## config.mk

```make
export PLATFORM = sky130hd
export DESIGN_NAME = svps_sequencer
export DESIGN_NICKNAME = d
export VERILOG_FILES = /design/src/inc/svps_pkg.sv /design/src/hdl/svps_sequencer.sv
export SDC_FILE = /design/constraint.sdc
export NUM_CORES = 1
export LEC_CHECK = 0
export BUFFER_PORTS_ARGS = -buffer_cell sky130_fd_sc_hd__clkbuf_2
export CORE_MARGIN = 2
export CORE_UTILIZATION = 55
export CTS_CLUSTER_SIZE = 28
export DETAILED_ROUTE_END_ITERATION = 8
export PLACE_DENSITY = 0.8
export SKIP_LAST_GASP = 1
export SLEW_MARGIN = 20
export SYNTH_ARGS = -nofsm -noshare
export SYNTH_HDL_FRONTEND = slang
export SYNTH_SLANG_ARGS = --single-unit
```

## constraint.sdc

```tcl
create_clock -name clk -period 4.3 [get_ports clk]
set_input_delay 0.645 -clock clk [delete_from_list [all_inputs] [get_ports clk]]
set_output_delay 0.645 -clock clk [all_outputs]
set_load 0.1 [all_outputs]
```

## src/inc/svps_pkg.sv

```systemverilog
// Purpose: Constants and types for the serial program/verify sequencer
// Assumes: 50 MHz system clock, link pins sampled by that clock
// Notes:   File addresses and internal timer lengths are local choices
package svps_pkg;
    localparam int CLK_PERIOD_NS = 20;
    // Serial frame: 4-bit command then 16-bit payload, both LSB first
    localparam int CMD_BITS   = 4;
    localparam int FRAME_BITS = 20;
    localparam logic [4:0] LAST_BIT       = 5'h13;
    localparam logic [4:0] PULSE_RISE_BIT = 5'h03;  // 4th clock of a frame
    localparam logic [2:0] EE_START_FALL  = 3'h4;   // 4th falling edge
    // Command codes
    localparam logic [3:0] CMD_CORE       = 4'h0;
    localparam logic [3:0] CMD_TBLWR      = 4'hc;
    localparam logic [3:0] CMD_TBLWR_INC2 = 4'hd;
    localparam logic [3:0] CMD_TBLWR_PROG = 4'hf;
    // Bulk erase keys and control addresses
    localparam logic [21:0] ERASE_HI_ADDR = 22'h3c0005;
    localparam logic [21:0] ERASE_LO_ADDR = 22'h3c0004;
    localparam logic [15:0] ERASE_KEY1    = 16'h3f3f;
    localparam logic [15:0] ERASE_KEY2    = 16'h8f8f;
    // Address spaces
    localparam logic [21:0] ID_BASE_ADDR  = 22'h200000;
    localparam logic [1:0]  CFG_SPACE_TAG = 2'h3;   // table_pointer[21:20]
    // Buffers
    localparam int WRITE_BUF_BYTES = 64;
    localparam int ERASE_BUF_BYTES = 64;
    localparam int BUF_IDX_W       = 6;
    localparam logic [6:0] WALK_FULL = 7'h40;
    localparam logic [6:0] WALK_ONE  = 7'h01;
    // Core instruction subset
    localparam logic [7:0] OP_MOVLW = 8'h0e;
    localparam logic [7:0] OP_MOVWF = 8'h6e;
    localparam logic [3:0] OP_BSF   = 4'h8;
    localparam logic [3:0] OP_BCF   = 4'h9;
    // File addresses reachable through core instructions
    localparam logic [7:0] FILE_TBL_U     = 8'hf8;
    localparam logic [7:0] FILE_TBL_H     = 8'hf7;
    localparam logic [7:0] FILE_TBL_L     = 8'hf6;
    localparam logic [7:0] FILE_NVCTRL    = 8'ha6;
    localparam logic [7:0] FILE_EE_DATA   = 8'ha8;
    localparam logic [7:0] FILE_EE_ADDR_L = 8'ha9;
    localparam logic [7:0] FILE_EE_ADDR_H = 8'haa;
    // nonvolatile_write_control fields
    localparam int CTRL_CODE_SEL = 7;
    localparam int CTRL_CFG_SEL  = 6;
    localparam int CTRL_WRITE_ENABLE_BIT     = 2;
    localparam int CTRL_WR       = 1;
    localparam logic [7:0] NVCTRL_RESET = 8'h00;
    // Internal erase and EEPROM write durations
    localparam int ERASE_TIME_NS    = 5000;
    localparam int EE_WRITE_TIME_NS = 4000;
    localparam logic [8:0] ERASE_CYCLES =
        9'((ERASE_TIME_NS + CLK_PERIOD_NS - 1) / CLK_PERIOD_NS);
    localparam logic [8:0] EE_CYCLES =
        9'((EE_WRITE_TIME_NS + CLK_PERIOD_NS - 1) / CLK_PERIOD_NS);

    typedef enum logic [2:0] {
        SVPS_IDLE  = 3'h1,
        SVPS_SHIFT = 3'h2,
        SVPS_PULSE = 3'h4
    } svps_state_e;

    typedef enum logic [1:0] {
        SPACE_CODE   = 2'h0,
        SPACE_CONFIG = 2'h1,
        SPACE_EEPROM = 2'h2
    } svps_space_e;

    typedef struct packed {
        logic        strobe;
        svps_space_e space;
        logic [21:0] addr;
        logic [7:0]  data;
    } svps_nvm_write_s;
endpackage

```

## src/hdl/svps_sequencer.sv

```systemverilog
// Purpose: Device side of the low-voltage serial program/verify link
// Assumes: Link pins are asynchronous and sampled by clk
// Notes:   Array writes leave on nvmWrite, one byte per strobe
// Functional notes
// - Entry only with low-voltage enable bit set
// - Select pin stops being general purpose I/O
// - Entry puts unused I/O in high impedance
// - Second key at lower address erases whole device
// - Start command programs buffer region holding pointer
// - Buffers map on naturally aligned regions
// - Programming lasts while fourth clock stays high
// - Clock low ends programming; programmer holds discharge
// - Write buffer per variant, erase buffer 64
// - EEPROM byte writes, erase before write
// - EEPROM write on 4th fall; hardware clears start
// - Eight ID bytes at fixed addresses, readable; code programs ID space as a full 64-byte buffer and has no read path
// - Increment write stores two bytes, pointer plus two
// - Config writes one byte: low even, high odd
// - Command 0000 runs payload as core instruction
// - Command bits shift in least significant first
module svps_sequencer (
    input  wire logic                      clk,                   // 50 MHz
    input  wire logic                      reset,                 // Sync, high
    input  wire logic                      lowVoltageEntryEnable, // Config bit
    input  wire logic                      progSerialClockPin,    // Link clock
    input  wire logic                      progSerialDataPin,     // Link data
    input  wire logic                      lowVoltageProgSelectPin, // Select
    input  wire logic                      masterClearPin,        // Mode pin
    output logic                           progModeActive,        // In mode
    output logic                           unusedIoHighZ,         // I/O off
    output logic                           sharedPinGpioEnable,   // GPIO use
    output logic                           programPulse,          // Pulse on
    output logic                           eraseBusy,             // Erasing
    output logic                           eeWriteBusy,           // EE write
    output logic [7:0]                     writeControl,          // Control
    output svps_pkg::svps_nvm_write_s      nvmWrite               // Byte out
);
    // Pin order: 0 clock, 1 data, 2 select, 3 master clear
    logic [3:0]                  sync1_q, sync2_q;
    logic                        pgcPrev_q, mclrPrev_q;
    logic                        pgcRise, pgcFall, mclrRise;
    svps_pkg::svps_state_e       state_q, state_d;
    logic                        inMode_q, inMode_d, gpioEn_q, gpioEn_d;
    logic [4:0]                  bitCnt_q, bitCnt_d;
    logic [19:0]                 shift_q, shift_d, frame;
    logic [7:0]                  wreg_q, wreg_d, nvctrl_q, nvctrl_d;
    logic [21:0]                 tbl_q, tbl_d, progBase_q, progBase_d;
    logic [15:0]                 eeAddr_q, eeAddr_d;
    logic [7:0]                  eeprom_data_latch_q, eeprom_data_latch_d, cfgByte_q, cfgByte_d;
    logic                        eraseArmed_q, eraseArmed_d;
    logic                        progArmed_q, progArmed_d;
    logic                        cfgProg_q, cfgProg_d;
    logic [6:0]                  walkIdx_q, walkIdx_d, walkLen;
    logic [2:0]                  eeFall_q, eeFall_d;
    logic [8:0]                  eraseTmr_q, eraseTmr_d, eeTmr_q, eeTmr_d;
    logic                        pulse_q, pulse_d;
    svps_pkg::svps_nvm_write_s   nvm_q, nvm_d;
    logic [15:0]                 wordBuf [svps_pkg::WRITE_BUF_BYTES / 2];
    logic                        bufWe;
    logic [15:0]                 op;
    logic                        fileWe, wrNow, eraseStart, inc2Exec;
    logic [7:0]                  fileVal, fileCur;

    // Two-flop synchronisers, then edge history on the second stage
    always_ff @(posedge clk) begin
        if (reset) begin
            sync1_q    <= 4'h0;
            sync2_q    <= 4'h0;
            pgcPrev_q  <= 1'b0;
            mclrPrev_q <= 1'b0;
        end else begin
            sync1_q    <= {masterClearPin, lowVoltageProgSelectPin,
                           progSerialDataPin, progSerialClockPin};
            sync2_q    <= sync1_q;
            pgcPrev_q  <= sync2_q[0];
            mclrPrev_q <= sync2_q[3];
        end
    end

    assign pgcRise  = sync2_q[0] & ~pgcPrev_q;
    assign pgcFall  = ~sync2_q[0] & pgcPrev_q;
    assign mclrRise = sync2_q[3] & ~mclrPrev_q;
    assign frame    = {sync2_q[1], shift_q[19:1]};
    assign op       = frame[19:4];
    assign walkLen  = cfgProg_q ? svps_pkg::WALK_ONE
                                : svps_pkg::WALK_FULL;

    // Current value of the file addressed by a bit set or clear
    always_comb begin
        case (op[7:0])
            svps_pkg::FILE_TBL_U:     fileCur = {2'h0, tbl_q[21:16]};
            svps_pkg::FILE_TBL_H:     fileCur = tbl_q[15:8];
            svps_pkg::FILE_TBL_L:     fileCur = tbl_q[7:0];
            // Start bit masked: setting another bit never re-arms a write
            svps_pkg::FILE_NVCTRL:    fileCur = nvctrl_q &
                ~(8'h01 << svps_pkg::CTRL_WR);
            svps_pkg::FILE_EE_DATA:   fileCur = eeprom_data_latch_q;
            svps_pkg::FILE_EE_ADDR_L: fileCur = eeAddr_q[7:0];
            svps_pkg::FILE_EE_ADDR_H: fileCur = eeAddr_q[15:8];
            default:                  fileCur = 8'h00;
        endcase
    end

    // Sequencer next state
    always_comb begin
        state_d = state_q;        inMode_d = inMode_q;   gpioEn_d = gpioEn_q;
        bitCnt_d = bitCnt_q;      shift_d = shift_q;     wreg_d = wreg_q;
        nvctrl_d = nvctrl_q;      tbl_d = tbl_q;         progBase_d = progBase_q;
        eeAddr_d = eeAddr_q;      eeprom_data_latch_d = eeprom_data_latch_q;   cfgByte_d = cfgByte_q;
        eraseArmed_d = eraseArmed_q; progArmed_d = progArmed_q;
        cfgProg_d = cfgProg_q;    walkIdx_d = walkIdx_q; eeFall_d = eeFall_q;
        eraseTmr_d = eraseTmr_q;  eeTmr_d = eeTmr_q;     pulse_d = pulse_q;
        nvm_d = nvm_q;            nvm_d.strobe = 1'b0;
        bufWe = 1'b0;  fileWe = 1'b0;  fileVal = 8'h00;
        eraseStart = 1'b0;  inc2Exec = 1'b0;  wrNow = 1'b0;
        // Internal timers; EEPROM end clears the write-start bit
        if (eraseTmr_q != 9'h000)
            eraseTmr_d = eraseTmr_q - 9'h001;
        if (eeTmr_q != 9'h000) begin
            eeTmr_d = eeTmr_q - 9'h001;
            if (eeTmr_q == 9'h001)
                nvctrl_d[svps_pkg::CTRL_WR] = 1'b0;
        end
        // EEPROM write starts on the 4th falling clock after start bit
        if (!nvctrl_q[svps_pkg::CTRL_WR])
            eeFall_d = 3'h0;
        else if (pgcFall && eeFall_q != svps_pkg::EE_START_FALL) begin
            eeFall_d = eeFall_q + 3'h1;
            if (eeFall_d == svps_pkg::EE_START_FALL) begin
                if (!nvctrl_q[svps_pkg::CTRL_CODE_SEL] &&
                    !nvctrl_q[svps_pkg::CTRL_CFG_SEL] &&
                    nvctrl_q[svps_pkg::CTRL_WRITE_ENABLE_BIT]) begin
                    eeTmr_d      = svps_pkg::EE_CYCLES;
                    nvm_d.strobe = 1'b1;
                    nvm_d.space  = svps_pkg::SPACE_EEPROM;
                    nvm_d.addr   = {6'h00, eeAddr_q};
                    nvm_d.data   = eeprom_data_latch_q;
                end else begin
                    nvctrl_d[svps_pkg::CTRL_WR] = 1'b0;
                end
            end
        end
        case (state_q)
            svps_pkg::SVPS_IDLE: begin
                if (lowVoltageEntryEnable && sync2_q[2] && mclrRise &&
                    !sync2_q[0] && !sync2_q[1]) begin
                    state_d  = svps_pkg::SVPS_SHIFT;
                    inMode_d = 1'b1;
                    gpioEn_d = 1'b0;
                    bitCnt_d = 5'h00;
                    progArmed_d  = 1'b0;
                    eraseArmed_d = 1'b0;
                end
            end
            svps_pkg::SVPS_SHIFT: begin
                if (pgcRise && progArmed_q &&
                    bitCnt_q == svps_pkg::PULSE_RISE_BIT) begin
                    state_d   = svps_pkg::SVPS_PULSE;
                    pulse_d   = 1'b1;
                    walkIdx_d = 7'h00;
                end else if (pgcFall) begin
                    shift_d  = frame;
                    bitCnt_d = bitCnt_q + 5'h01;
                    if (bitCnt_q == svps_pkg::LAST_BIT) begin
                        bitCnt_d = 5'h00;
                        case (frame[3:0])
                            svps_pkg::CMD_CORE: begin
                                if (op[15:8] == svps_pkg::OP_MOVLW)
                                    wreg_d = op[7:0];
                                else if (op[15:8] == svps_pkg::OP_MOVWF) begin
                                    fileWe  = 1'b1;
                                    fileVal = wreg_q;
                                end else if (op[15:12] == svps_pkg::OP_BSF) begin
                                    fileWe  = 1'b1;
                                    fileVal = fileCur | (8'h01 << op[11:9]);
                                end else if (op[15:12] == svps_pkg::OP_BCF) begin
                                    fileWe  = 1'b1;
                                    fileVal = fileCur & ~(8'h01 << op[11:9]);
                                end
                            end
                            svps_pkg::CMD_TBLWR: begin
                                eraseArmed_d = 1'b0;
                                if (tbl_q == svps_pkg::ERASE_HI_ADDR &&
                                    op == svps_pkg::ERASE_KEY1)
                                    eraseArmed_d = 1'b1;
                                else if (tbl_q == svps_pkg::ERASE_LO_ADDR &&
                                         op == svps_pkg::ERASE_KEY2 &&
                                         eraseArmed_q) begin
                                    eraseStart = 1'b1;
                                    eraseTmr_d = svps_pkg::ERASE_CYCLES;
                                end else
                                    bufWe = 1'b1;
                            end
                            svps_pkg::CMD_TBLWR_INC2: begin
                                bufWe    = 1'b1;
                                inc2Exec = 1'b1;
                                tbl_d    = tbl_q + 22'h000002;
                            end
                            svps_pkg::CMD_TBLWR_PROG: begin
                                progArmed_d = 1'b1;
                                if (tbl_q[21:20] == svps_pkg::CFG_SPACE_TAG) begin
                                    cfgProg_d  = 1'b1;
                                    cfgByte_d  = tbl_q[0] ? op[15:8] : op[7:0];
                                    progBase_d = tbl_q;
                                end else begin
                                    cfgProg_d  = 1'b0;
                                    bufWe      = 1'b1;
                                    progBase_d = {tbl_q[21:svps_pkg::BUF_IDX_W],
                                                  6'h00};
                                end
                            end
                            default: ;
                        endcase
                    end
                end
            end
            svps_pkg::SVPS_PULSE: begin
                // Walk the buffer out while the clock is held high
                if (walkIdx_q < walkLen) begin
                    walkIdx_d    = walkIdx_q + 7'h01;
                    nvm_d.strobe = 1'b1;
                    if (cfgProg_q) begin
                        nvm_d.space = svps_pkg::SPACE_CONFIG;
                        nvm_d.addr  = progBase_q;
                        nvm_d.data  = cfgByte_q;
                    end else begin
                        nvm_d.space = svps_pkg::SPACE_CODE;
                        nvm_d.addr  = progBase_q | {15'h0000, walkIdx_q};
                        nvm_d.data  = walkIdx_q[0] ?
                            wordBuf[walkIdx_q[5:1]][15:8] :
                            wordBuf[walkIdx_q[5:1]][7:0];
                    end
                end
                if (pgcFall) begin
                    state_d     = svps_pkg::SVPS_SHIFT;
                    pulse_d     = 1'b0;
                    progArmed_d = 1'b0;
                    shift_d     = frame;
                    bitCnt_d    = bitCnt_q + 5'h01;
                end
            end
            default: state_d = svps_pkg::SVPS_IDLE;
        endcase
        // Core file writes; the start bit needs write enable
        if (fileWe) begin
            case (op[7:0])
                svps_pkg::FILE_TBL_U:     tbl_d[21:16] = fileVal[5:0];
                svps_pkg::FILE_TBL_H:     tbl_d[15:8]  = fileVal;
                svps_pkg::FILE_TBL_L:     tbl_d[7:0]   = fileVal;
                svps_pkg::FILE_EE_DATA:   eeprom_data_latch_d       = fileVal;
                svps_pkg::FILE_EE_ADDR_L: eeAddr_d[7:0]  = fileVal;
                svps_pkg::FILE_EE_ADDR_H: eeAddr_d[15:8] = fileVal;
                svps_pkg::FILE_NVCTRL: begin
                    wrNow    = nvctrl_d[svps_pkg::CTRL_WR];
                    nvctrl_d = fileVal;
                    nvctrl_d[svps_pkg::CTRL_WR] = wrNow |
                        (fileVal[svps_pkg::CTRL_WR] &
                         nvctrl_q[svps_pkg::CTRL_WRITE_ENABLE_BIT]);
                end
                default: ;
            endcase
        end
        // Master clear low leaves the mode from any state
        if (state_q != svps_pkg::SVPS_IDLE && !sync2_q[3]) begin
            state_d  = svps_pkg::SVPS_IDLE;
            inMode_d = 1'b0;
            gpioEn_d = 1'b1;
            pulse_d  = 1'b0;
        end
    end

    // Sequencer registers
    always_ff @(posedge clk) begin
        if (reset) begin
            state_q <= svps_pkg::SVPS_IDLE;  inMode_q <= 1'b0;
            gpioEn_q <= 1'b1;       bitCnt_q <= 5'h00;    shift_q <= 20'h00000;
            wreg_q <= 8'h00;        nvctrl_q <= svps_pkg::NVCTRL_RESET;
            tbl_q <= 22'h000000;    progBase_q <= 22'h000000;
            eeAddr_q <= 16'h0000;   eeprom_data_latch_q <= 8'h00;    cfgByte_q <= 8'h00;
            eraseArmed_q <= 1'b0;   progArmed_q <= 1'b0;  cfgProg_q <= 1'b0;
            walkIdx_q <= 7'h00;     eeFall_q <= 3'h0;
            eraseTmr_q <= 9'h000;   eeTmr_q <= 9'h000;    pulse_q <= 1'b0;
            nvm_q <= '0;            eraseBusy <= 1'b0;    eeWriteBusy <= 1'b0;
        end else begin
            state_q <= state_d;     inMode_q <= inMode_d; gpioEn_q <= gpioEn_d;
            bitCnt_q <= bitCnt_d;   shift_q <= shift_d;   wreg_q <= wreg_d;
            nvctrl_q <= nvctrl_d;   tbl_q <= tbl_d;       progBase_q <= progBase_d;
            eeAddr_q <= eeAddr_d;   eeprom_data_latch_q <= eeprom_data_latch_d; cfgByte_q <= cfgByte_d;
            eraseArmed_q <= eraseArmed_d; progArmed_q <= progArmed_d;
            cfgProg_q <= cfgProg_d; walkIdx_q <= walkIdx_d; eeFall_q <= eeFall_d;
            eraseTmr_q <= eraseTmr_d; eeTmr_q <= eeTmr_d; pulse_q <= pulse_d;
            nvm_q <= nvm_d;
            eraseBusy   <= (eraseTmr_d != 9'h000);
            eeWriteBusy <= (eeTmr_d != 9'h000);
        end
    end

    // Write buffer word store: low byte even address, high byte odd
    always_ff @(posedge clk) begin
        if (bufWe)
            wordBuf[tbl_q[5:1]] <= op;
    end

    assign progModeActive      = inMode_q;
    assign unusedIoHighZ       = inMode_q;
    assign sharedPinGpioEnable = gpioEn_q;
    assign programPulse        = pulse_q;
    assign writeControl        = nvctrl_q;
    assign nvmWrite            = nvm_q;
endmodule

```

== Yosys cells after proc, flatten, opt, wreduce, memory -nomap -nowiden ==
Memories as Yosys holds them, arrays and structs flattened. A register that Yosys moved wholly into a read port is not among the register bits.
Index checks and enable logic that the tools add are counted.

* Output and inout bits: 47
* Input bits: 7
* Register bits: 199
* Logic and storage cells: 239
* Memories kept: 1
* Memory bits (writable): 512
* Memory bits (read-only): 0
* Latch bits: 0

{| class="wikitable"
|+ Memories
! memory !! words !! width !! rd ports !! clocked after Yosys merged registers in !! write ports !! RTL line !! text
|-
| wordBuf || 32 || 16 || 1 || 1 || 1 || svps_sequencer.sv:58 || <nowiki>logic [15:0] wordBuf [svps_pkg::WRITE_BUF_BYTES / 2];</nowiki>
|}

* Muxes and demuxes: 104
* Reductions and logical operators: 43
* Bitwise gates (word level): 14
* Shifts and indexed selects: 1
* $mul: 0
* Eq/ne operators: 37
* Divide/modulo/power cells: 0
* Magnitude comparators: 1
* $add $sub $neg: 6

{| class="wikitable"
|+ Operators by type and width
! cell !! number
|-
| 33-bit 2-to-1 mux || 6
|-
| 22-bit 2-to-1 mux || 6
|-
| 9-bit 2-to-1 mux || 13
|-
| 8-bit 2-to-1 mux || 13
|-
| 8-bit equality test (second input constant) || 7
|-
| 8-bit case mux with 7 select lines || 1
|-
| 22-bit equality test (second input constant) || 2
|-
| 20-bit 2-to-1 mux || 2
|-
| 20-bit case mux with 2 select lines || 1
|-
| 1-bit 2-to-1 mux || 37
|-
| 9-bit nonzero test || 4
|-
| 5-bit 2-to-1 mux || 7
|-
| 31-bit 2-to-1 mux || 1
|-
| 22-bit by 2-bit adder with 22-bit output (second input constant) || 1
|-
| 22-bit by 7-bit OR with 22-bit output || 1
|-
| 7-bit 2-to-1 mux || 3
|-
| 4-bit equality test (second input constant) || 5
|-
| 6-bit AND reduction || 3
|-
| 9-bit by 1-bit subtractor with 9-bit output (second input constant) || 2
|-
| 16-bit by 14-bit equality test with 1-bit output (second input constant) || 1
|-
| 16-bit equality test (second input constant) || 1
|-
| 2-bit inequality test (second input constant) || 8
|-
| 5-bit case mux with 3 select lines || 1
|-
| 7-bit case mux with 2 select lines || 1
|-
| 39 further kinds || 79
|}

== Logic depth before layout (Yosys ltp) ==
Gate-level depths: netlist of run 1.

* Depth after elaboration: 16
* Depth in mapped cells: 9

== Least setup slack after synthesis of run 1 ==
OpenSTA, ideal clock, no wires.

* Path type: register -> register
* From: register bitCnt_q[0]
* To: memory wordBuf[12][0] (enable)
* Cell stages (with the launch flop): 7
* Clock period less this slack: 3502 ps
* Slack: 798 ps
* Setup time: 409 ps
* Data arrival time: 3092 ps
* Cell sequence: dfxtp_1 > ha_1 > or3b_1 > buf_2 > nor4_1 > o211ai_1 > nor3_1

* Cells in the longest elaborated chain, start to end: 7
* Elaborated cells on any way between the ends: 9
* Those cells by class: eq/ne (2); mux (6); reduce/logical (1)

{| class="wikitable"
|+ Ends and longest elaborated chain
! element !! RTL line !! text
|-
| from (decl) || svps_sequencer.sv:44 || <nowiki>logic [4:0] bitCnt_q, bitCnt_d;</nowiki>
|-
| from (signal assigned) || svps_sequencer.sv:286 || <nowiki>bitCnt_q <= bitCnt_d; shift_q <= shift_d; wreg_q <= wreg_d;</nowiki>
|-
| 5-bit equality test || svps_sequencer.sv:164 || <nowiki>if (bitCnt_q == svps_pkg::LAST_BIT) begin</nowiki>
|-
| 1-bit 2-to-1 mux || svps_sequencer.sv:164 ||
|-
| 1-bit 2-to-1 mux || svps_sequencer.sv:161 || <nowiki>end else if (pgcFall) begin</nowiki>
|-
| 1-bit 2-to-1 mux * || svps_sequencer.sv:156 || <nowiki>if (pgcRise && progArmed_q &&</nowiki>
|-
| 1-bit 2-to-1 mux * || svps_sequencer.sv:143 || <nowiki>case (state_q)</nowiki>
|-
| 1-bit 2-to-1 mux * || svps_sequencer.sv:300 || <nowiki>if (bufWe)</nowiki>
|-
| 1-bit 2-to-1 mux (implied by the code) * || svps_sequencer.sv:301 || <nowiki>wordBuf[tbl_q[5:1]] <= op;</nowiki>
|-
| to (decl) || svps_sequencer.sv:58 ||
|}

Every way passes the cells marked *; elsewhere a longest branch is shown, timed or not.

== Worst setup path in the final report of run 1 ==
* From: register shift_q[7]
* To: memory wordBuf[4][13] (enable)

* Cells in the longest elaborated chain, start to end: 12
* Elaborated cells on any way between the ends: 14
* Those cells by class: eq/ne (2); mux (9); reduce/logical (3)

{| class="wikitable"
|+ Ends and longest elaborated chain
! element !! RTL line !! text
|-
| from (decl) || svps_sequencer.sv:45 || <nowiki>logic [19:0] shift_q, shift_d, frame;</nowiki>
|-
| from (signal assigned) || svps_sequencer.sv:286 ||
|-
| 16-bit equality test || svps_sequencer.sv:187 || <nowiki>op == svps_pkg::ERASE_KEY2 &&</nowiki>
|-
| 1-bit logical AND || svps_sequencer.sv:186 || <nowiki>else if (tbl_q == svps_pkg::ERASE_LO_ADDR &&</nowiki>
|-
| 1-bit logical AND || svps_sequencer.sv:187 ||
|-
| 1-bit 2-to-1 mux || svps_sequencer.sv:186 ||
|-
| 1-bit 2-to-1 mux * || svps_sequencer.sv:183 || <nowiki>if (tbl_q == svps_pkg::ERASE_HI_ADDR &&</nowiki>
|-
| 1-bit case mux with 3 select lines * || svps_sequencer.sv:166 || <nowiki>case (frame[3:0])</nowiki>
|-
| 1-bit 2-to-1 mux * || svps_sequencer.sv:164 ||
|-
| 1-bit 2-to-1 mux * || svps_sequencer.sv:161 ||
|-
| 1-bit 2-to-1 mux * || svps_sequencer.sv:156 ||
|-
| 1-bit 2-to-1 mux * || svps_sequencer.sv:143 ||
|-
| 1-bit 2-to-1 mux * || svps_sequencer.sv:300 ||
|-
| 1-bit 2-to-1 mux (implied by the code) * || svps_sequencer.sv:301 ||
|}

Marked as above.

==> out/qor.tcl, run 1 <==
set qor(chipHeight_um) 234.5
set qor(rsz0062_at_grt) {no}
set qor(post_route_cells_drive_above_1_share_pct) 21.66
set qor(post_synth_fa_ha_maj_area_fraction_pct) 0.5564
set qor(worst_reg2reg_path_startpoint) {shift_q[7]}
set qor(yosys_register_bits) 715
set qor(synthesis.area_um2) 29230
set qor(final.min_clock_period_ns) 3.735
set qor(synth_edf_count) 512
set qor(timing.critical_path.fanout_max) 16
set qor(clkTransAtPathRegs_ns) 0.06
set qor(cts_root_buf) {sky130_fd_sc_hd__clkbuf_16}
set qor(die_w_um) 234.5
set qor(totalWireLength_um) 76220
set qor(fill_cells) 3665
set qor(starting_drt_drc_count) 2605
set qor(initial_core_util_pct) 55.63
set qor(worstPathRequired_ns) 4.66
set qor(max_h_tree_level) 3
set qor(vias) 18948
set qor(syn2layout_area_growth_pct) 12.67
set qor(postCtsHoldBufs) 0
set qor(hp-class) {input port to flop}
set qor(grt_usage_pct) 27.83
set qor(powerDensity_nw_per_um2) 434.7
set qor(placedCellCount) 2742
set qor(predominant_post_synthesis_flop_cell) {sky130_fd_sc_hd__edfxtp_1}
set qor(die-area_um2) 55010
set qor(dominant_combinational_cell_family_by_area_after_synthesis) {multiplexers}
set qor(core_region_area_um2) 52550
set qor(setup_viol) 0
set qor(dp_slack_ns) 0.7273
set qor(cts_num_sinks) 715
set qor(first_pass_grt_wire_length_um) 113200
set qor(ys_warn_count) 0
set qor(critical_path.slowest_cell) {sky130_fd_sc_hd__o211ai_1}
set qor(top_level_ports) 54
set qor(final_cell_count_no_fill) 2867
set qor(global_route.usage.met2_pct) 44.50
set qor(drt.antenna.violating_nets) 0
set qor(synth_sequential_area_ratio_pct) 66.50
set qor(maxClockFrequency_ghz) 0.2677
set qor(critical_path.max_stage_delay_ns) 0.95
set qor(synth_cell_type_count) 76
set qor(synth.net_count) 2062
set qor(antenna_cells) 0
set qor(placedInstanceArea_um2) 30590
set qor(final.hold.worst_slack_ns) 0.2579
set qor(syn_inst) 2042
set qor(synthTopCellsByArea) {sky130_fd_sc_hd__edfxtp_1 (53%), sky130_fd_sc_hd__dfxtp_1 (14%), sky130_fd_sc_hd__mux4_2 (5.9%)}
set qor(place.detailed.hpwl_um) 47110
set qor(slew_viol_final) 0
set qor(clkLatencyLatePin_ns) 0.62
set qor(portBuffers) 53
set qor(synth_top_area_cell) {sky130_fd_sc_hd__edfxtp_1}
set qor(post_synth_xor_area_fraction_pct) 0.9887
set qor(grt_most_used_layer) {met2}
set qor(finalClockSkew_ns) 0.02852
set qor(cts_resized) 0
set qor(core.rowCount) 84
set qor(post-route-cell-area_um2) 32940
set qor(globalplace.congestion) 0.9616
set qor(finalSetupTns_ns) 0
set qor(setup_slack_ns) 0.5648
set qor(numCtsBuffers) 70
set qor(initial_antenna_violation_count) 2
set qor(wl_per_cell_um) 26.59
set qor(slew_headroom_pct) 24.90
set qor(cts_tree) {built}
set qor(layout.cells.most_common) {sky130_fd_sc_hd__edfxtp_1}
set qor(layout.nets) 2146
set qor(arrival_ns) 4.10
set qor(drt_pre_antenna_iters) 6
set qor(timing_worst_slew_pin_value_ns) 1.121
set qor(worst_path_dominant_cell_family) {simple AND/OR/NAND/NOR gates}
set qor(crit_type) {flop to flop}
set qor(met1_usage_pct) 37.64
set qor(synth_async_sr_flop_share_pct) 0
set qor(worst_setup_path_end_kind) {flop}
set qor(syn_avg_cell_area_um2) 14.32
set qor(timing.final.crit_share_pct) 86.86
set qor(status) {completed}
set qor(max-vdd-ir-drop_v) 0.0005266
set qor(cts_max_path_buffers) 3
set qor(final_hold_viol_count) 0
set qor(worst_hold_startpoint) {progSerialClockPin}
set qor(grt_pass1_vias) 18378
set qor(netlist.area_leader.share_pct) 52.59
set qor(postCtsSetupRepairBufs) 0
set qor(p_leak_uw) 0.01085
set qor(buffering_stage_count_on_the_worst_path_with_inverters_included) 1
set qor(synth-compound-area-share_pct) 8.132
set qor(setup.worst_path.start) {shift_q[7]}
set qor(drv_cap) 0
set qor(drcViolationCount) 0
set qor(synth-simple-area-share_pct) 9.044
set qor(final_cell_mix) {sky130_fd_sc_hd__edfxtp_1 (512), sky130_fd_sc_hd__dfxtp_1 (197), sky130_fd_sc_hd__nand2_1 (151)}
set qor(critical_path.startpoint_type) {flop}
set qor(viasPerCell) 6.609
set qor(congestion_overflow_gr) 0
set qor(pin_count_of_the_biggest_net_entering_global_routing) 78
set qor(critical_path.cell_chain) {nand4_1 > or3_1 > nor4_1 > a21oi_1 > o211ai_1 > nor2_1 > buf_4}
set qor(post_synth_mux_area_share_pct) 12.93
set qor(grt_util_met3_pct) 5.463
-- cell families after synthesis --
family	Yosys count
AND/OR/NAND/NOR	525
multiplexers	266
XOR/XNOR	33
buffers and inverters	140
flip-flops	715
AO/OA/AOI/OAI	350
adder cells (fa/ha/maj)	13
-- cells in the mapped netlist, types with 8 or more instances --
cell type	number
sky130_fd_sc_hd__edfxtp_1	512
sky130_fd_sc_hd__dfxtp_1	203
sky130_fd_sc_hd__nand2_1	151
sky130_fd_sc_hd__mux2_2	124
sky130_fd_sc_hd__nor2_1	124
sky130_fd_sc_hd__clkbuf_1	97
sky130_fd_sc_hd__a21oi_1	82
sky130_fd_sc_hd__mux4_2	77
sky130_fd_sc_hd__mux2i_1	65
sky130_fd_sc_hd__o22ai_1	65
sky130_fd_sc_hd__nor3_1	53
sky130_fd_sc_hd__nor2b_1	32
sky130_fd_sc_hd__a211oi_1	30
sky130_fd_sc_hd__a22o_1	28
sky130_fd_sc_hd__o21ai_0	28
sky130_fd_sc_hd__nand3_1	27
sky130_fd_sc_hd__nand4_1	19
sky130_fd_sc_hd__nor4_1	19
sky130_fd_sc_hd__inv_1	18
sky130_fd_sc_hd__xnor2_1	18
sky130_fd_sc_hd__buf_1	15
sky130_fd_sc_hd__xor2_1	15
sky130_fd_sc_hd__a22oi_1	14
sky130_fd_sc_hd__ha_1	13
sky130_fd_sc_hd__o21a_1	13
sky130_fd_sc_hd__and3_1	12
sky130_fd_sc_hd__nor3b_1	12
sky130_fd_sc_hd__a2111oi_0	11
sky130_fd_sc_hd__a32oi_1	11
sky130_fd_sc_hd__nand3b_1	11
sky130_fd_sc_hd__and2_1	10
sky130_fd_sc_hd__buf_2	9
sky130_fd_sc_hd__nand2b_1	9
sky130_fd_sc_hd__o221ai_1	8
-- registers in the layout (all words and copies together) (netlist names), 4 cells and up, named ones only --
signal,flops
writeControl,8
sync2_q,4
shift_q,19
wordBuf,512
tbl_q,22
eraseTmr_q,9
bitCnt_q,5
sync1_q,4
progBase_q,22
cfgByte_q,8
eeprom_data_latch_q,8
wreg_q,8
eeAddr_q,16
nvmWrite,33
walkIdx_q,7
eeTmr_q,9
-- cell type report --
class	instances	area [um^2]	area share, %
Clock buffer	86	1874	5.690
Sequential cell	715	19450	59.05
Tap cell	688	860.8	2.613
Inverter	18	67.56	0.2051
Timing Repair Buffer	134	900.9	2.735
Multi-Input combinational cell	1187	9313	28.27
Clock inverter	39	470.5	1.428
-- where the power goes --
group | switching [uW] | internal (uW)
Combinational | 363 | 218
Sequential | 76.1 | 7360
Clock | 2590 | 3720
Total | 3030 | 11300
-- final timing paths --
kind                                       end  depth (start not counted)  slack (ns)
worst min-delay path                sync1_q[0]                          2        0.26
worst max register to register  wordBuf[4][13]                          7        0.56
worst max-delay path            wordBuf[4][13]                          7        0.56
worst min register to register      sync2_q[1]                          1        0.43
-- metrics by stage --
step | utilization [%] | power, uW
after floorplan | - | 8027
after global placement | 58.22 | 8109
after detailed placement | 58.22 | 8148
after CTS | 62.68 | 14360
after global routing | 62.68 | 14700
final | 62.68 | 14320
-- worst register-to-register path: stages, from the launching register on --
cell	delay, ns
sky130_fd_sc_hd__dfxtp_1	0.76
sky130_fd_sc_hd__nand4_1	0.18
sky130_fd_sc_hd__or3_1	0.35
sky130_fd_sc_hd__nor4_1	0.52
sky130_fd_sc_hd__a21oi_1	0.27
sky130_fd_sc_hd__o211ai_1	0.96
sky130_fd_sc_hd__nor2_1	0.20
sky130_fd_sc_hd__buf_4	0.26
-- layer usage --
layer,vias up,wire length (um)
met5,-,29
li1,8093,-
met1,9375,29000
met4,4,3304
met2,1231,36180
met3,245,7709
Power figures use the tool's default switching activity.
==> run 2: changes to the inputs <==
PLACE_DENSITY = 0.71   (was 0.8)
==> run 2 against run 1 <==
Effect of this change:
- flip-flop and latch count unchanged
- largest cell class unchanged
- clock power up 0.8%
- sequential power about the same
- combinational power about the same
- global-route usage up 0.18 points
- final cell count up 0.45%
- clock skew down 0.010 ns
- sequential share of layout area down 0.21 points
- total power up 0.33%
- non-clock buffer count up 3
- die area unchanged
- wire length down 0.36%
- critical path type unchanged
==> out/qor.tcl, run 2 (same netlist as run 1, synthesis figures left out) <==
set qor(status) {completed}
set qor(placedInstanceArea_um2) 30620
set qor(max-vdd-ir-drop_v) 0.0003818
set qor(part_of_the_total_power_dissipated_in_the_clock_network_pct) 44.2
set qor(numCtsBuffers) 74
set qor(core_region_area_um2) 52550
set qor(cts_num_sinks) 715
set qor(regToRegEndpoint) {eeAddr_q[1]}
set qor(finalClockSkew_ns) 0.01854
set qor(cts_resized) 0
set qor(cp-endpoint) {eeAddr_q[1]}
set qor(rsz0062_at_grt) {no}
set qor(postCtsSetupRepairBufs) 0
set qor(die_w_um) 234.5
set qor(critical_path.startpoint_type) {flop}
set qor(clkLatencyLatePin_ns) 0.61
set qor(core.rowCount) 84
set qor(setup_viol) 0
set qor(viasPerCell) 6.429
set qor(cts_root_buf) {sky130_fd_sc_hd__clkbuf_16}
set qor(setup.worst_path.start) {bitCnt_q[0]}
set qor(finalSetupTns_ns) 0
set qor(slew_headroom_pct) 18.72
set qor(arrival_ns) 4.07
set qor(drv_cap) 0
set qor(final_cell_mix) {sky130_fd_sc_hd__edfxtp_1 (512), sky130_fd_sc_hd__dfxtp_1 (197), sky130_fd_sc_hd__nand2_1 (151)}
set qor(post-layout-total-power_uw) 14360
set qor(syn2layout_area_growth_pct) 13.07
set qor(setup.reg_to_reg.worst_slack_ns) 0.75
set qor(globalplace.congestion) 0.9296
set qor(clkTransAtPathRegs_ns) 0.06
set qor(slew_viol_final) 0
set qor(worst_reg2reg_path_startpoint) {bitCnt_q[0]}
set qor(final_hold_viol_count) 0
set qor(timing_worst_slew_pin_value_ns) 1.188
set qor(cts_tree) {built}
set qor(p_leak_uw) 0.01092
set qor(layout.cells.most_common) {sky130_fd_sc_hd__edfxtp_1}
set qor(die-area_um2) 55010
set qor(portBuffers) 53
set qor(utilization_after_layout_pct) 62.90
set qor(largest_reg_flops) 512
set qor(reg2regPathDepth) 6
set qor(worstPathRequired_ns) 4.82
set qor(grt_usage_pct) 28.00
set qor(power_switching_uw) 3048
set qor(starting_drt_drc_count) 2140
set qor(worst_setup_path_end_kind) {flop}
set qor(drt_pre_antenna_iters) 5
set qor(layout.nets) 2153
set qor(drt.antenna.violating_nets) 0
set qor(critical_path.slowest_cell) {sky130_fd_sc_hd__nor4_2}
set qor(critical_path.cell_chain) {ha_1 > or3b_1 > or4_1 > nor4_2 > a32oi_1 > o21ai_0}
set qor(first_pass_grt_wire_length_um) 113800
set qor(dp_slack_ns) 0.7992
set qor(max_h_tree_level) 3
set qor(postCtsHoldBufs) 0
set qor(post_route_cells_drive_above_1_share_pct) 22.03
set qor(comb_power_share_pct) 4.1
set qor(congestion_overflow_gr) 0
set qor(switching_share_pct) 21.22
set qor(seq_power_share_pct) 51.7
set qor(chipHeight_um) 234.5
set qor(final.min_clock_period_ns) 3.551
set qor(wl_per_cell_um) 26.37
set qor(top_level_ports) 54
set qor(place.detailed.hpwl_um) 48220
set qor(vias) 18516
set qor(pin_count_of_the_biggest_net_entering_global_routing) 65
set qor(antenna_cells) 0
set qor(setup_slack_ns) 0.7494
set qor(fill_cells) 3839
set qor(post-route-cell-area_um2) 33050
set qor(grt_pass1_vias) 17996
set qor(crit_type) {flop to flop}
set qor(initial_core_util_pct) 55.63
set qor(drcViolationCount) 0
set qor(initial_antenna_violation_count) 0
set qor(maxClockFrequency_ghz) 0.2816
set qor(timing.critical_path.fanout_max) 9
set qor(cts_max_path_buffers) 3
set qor(totalWireLength_um) 75950
set qor(critical_path.max_stage_delay_ns) 0.74
set qor(cell_internal_pwr_uw) 11320
set qor(timing.final.crit_share_pct) 82.57
set qor(hp-class) {input port to flop}
set qor(worst_hold_startpoint) {masterClearPin}
set qor(powerDensity_nw_per_um2) 434.5
## run 2: changes by cell type in the layout (fill, tap and decap cells not counted)
| cell | before | now |
|---|---|---|
| sky130_fd_sc_hd__clkbuf_8 | 2 | 12 |
| sky130_fd_sc_hd__clkbuf_16 | 72 | 77 |
| sky130_fd_sc_hd__clkbuf_1 | 12 | 16 |
| sky130_fd_sc_hd__buf_12 | 2 | 3 |
| sky130_fd_sc_hd__clkinv_1 | 7 | 5 |
| sky130_fd_sc_hd__a2111oi_0 | 7 | 10 |
| sky130_fd_sc_hd__buf_4 | 80 | 82 |
| sky130_fd_sc_hd__clkinv_2 | 14 | 13 |
| sky130_fd_sc_hd__bufinv_16 | 10 | 4 |
| sky130_fd_sc_hd__a2111oi_1 | 3 | 0 |
## run 2: power groups by stage
| stage | logic [uW] | registers [uW] | clock network, uW |
|---|---|---|---|
| 2_1_floorplan | 437 | 7590 | 0 |
| 3_3_place_gp | 544 | 7570 | 0 |
| 3_5_place_dp | 569 | 7580 | 0 |
| 4_1_cts | 575 | 7430 | 6430 |
| 5_1_grt | 648 | 7440 | 6690 |
| 6_report | 583 | 7430 | 6350 |
## run 2: layout make-up
| cell class | count | area (um^2) | share of cell area (%) |
|---|---|---|---|
| Multi-Input combinational cell | 1187 | 9309 | 28.16 |
| Clock buffer | 105 | 2152 | 6.511 |
| Clock inverter | 30 | 277.8 | 0.8403 |
| Tap cell | 688 | 860.8 | 2.604 |
| Sequential cell | 715 | 19450 | 58.85 |
| Timing Repair Buffer | 137 | 935.9 | 2.831 |
| Inverter | 18 | 67.56 | 0.2044 |
## run 2: metrics by stage
stage | instances | hold slack [ns]
6_report | 2880 | 0.2641
5_1_grt | 2880 | 0.2642
4_1_cts | 2880 | 0.2467
3_5_place_dp | 2745 | 0.4419
3_3_place_gp | 2745 | 0.4311
2_1_floorplan | 2042 | 0.4138
## run 2: worst min-delay path by stage
stage	cells past startpoint	slack [ns]	endpoint
CTS	2	0.25	sync1_q[0]
global route	2	0.26	sync1_q[0]
finish	2	0.26	sync1_q[3]
floorplan	1	0.41	sync2_q[0]
detailed placement	1	0.44	sync2_q[2]
global placement	1	0.43	sync2_q[3]
## run 2: critical path: cells and delay by family (launching register included)
family / cells / cell delay [ns]
flip-flops: 1 / 0.37
AND/OR/NAND/NOR: 3 / 1.94
AO/OA/AOI/OAI: 2 / 0.93
adder cells (fa/ha/maj): 1 / 0.21
## run 2: routing by layer
layer	GRT usage, %	vias up	routed length, um
met4	10.40	0	2523
met3	4.058	144	6044
li1	-	8122	-
met1	39.91	9332	31830
met2	44.10	918	35550
met5	0	-	0
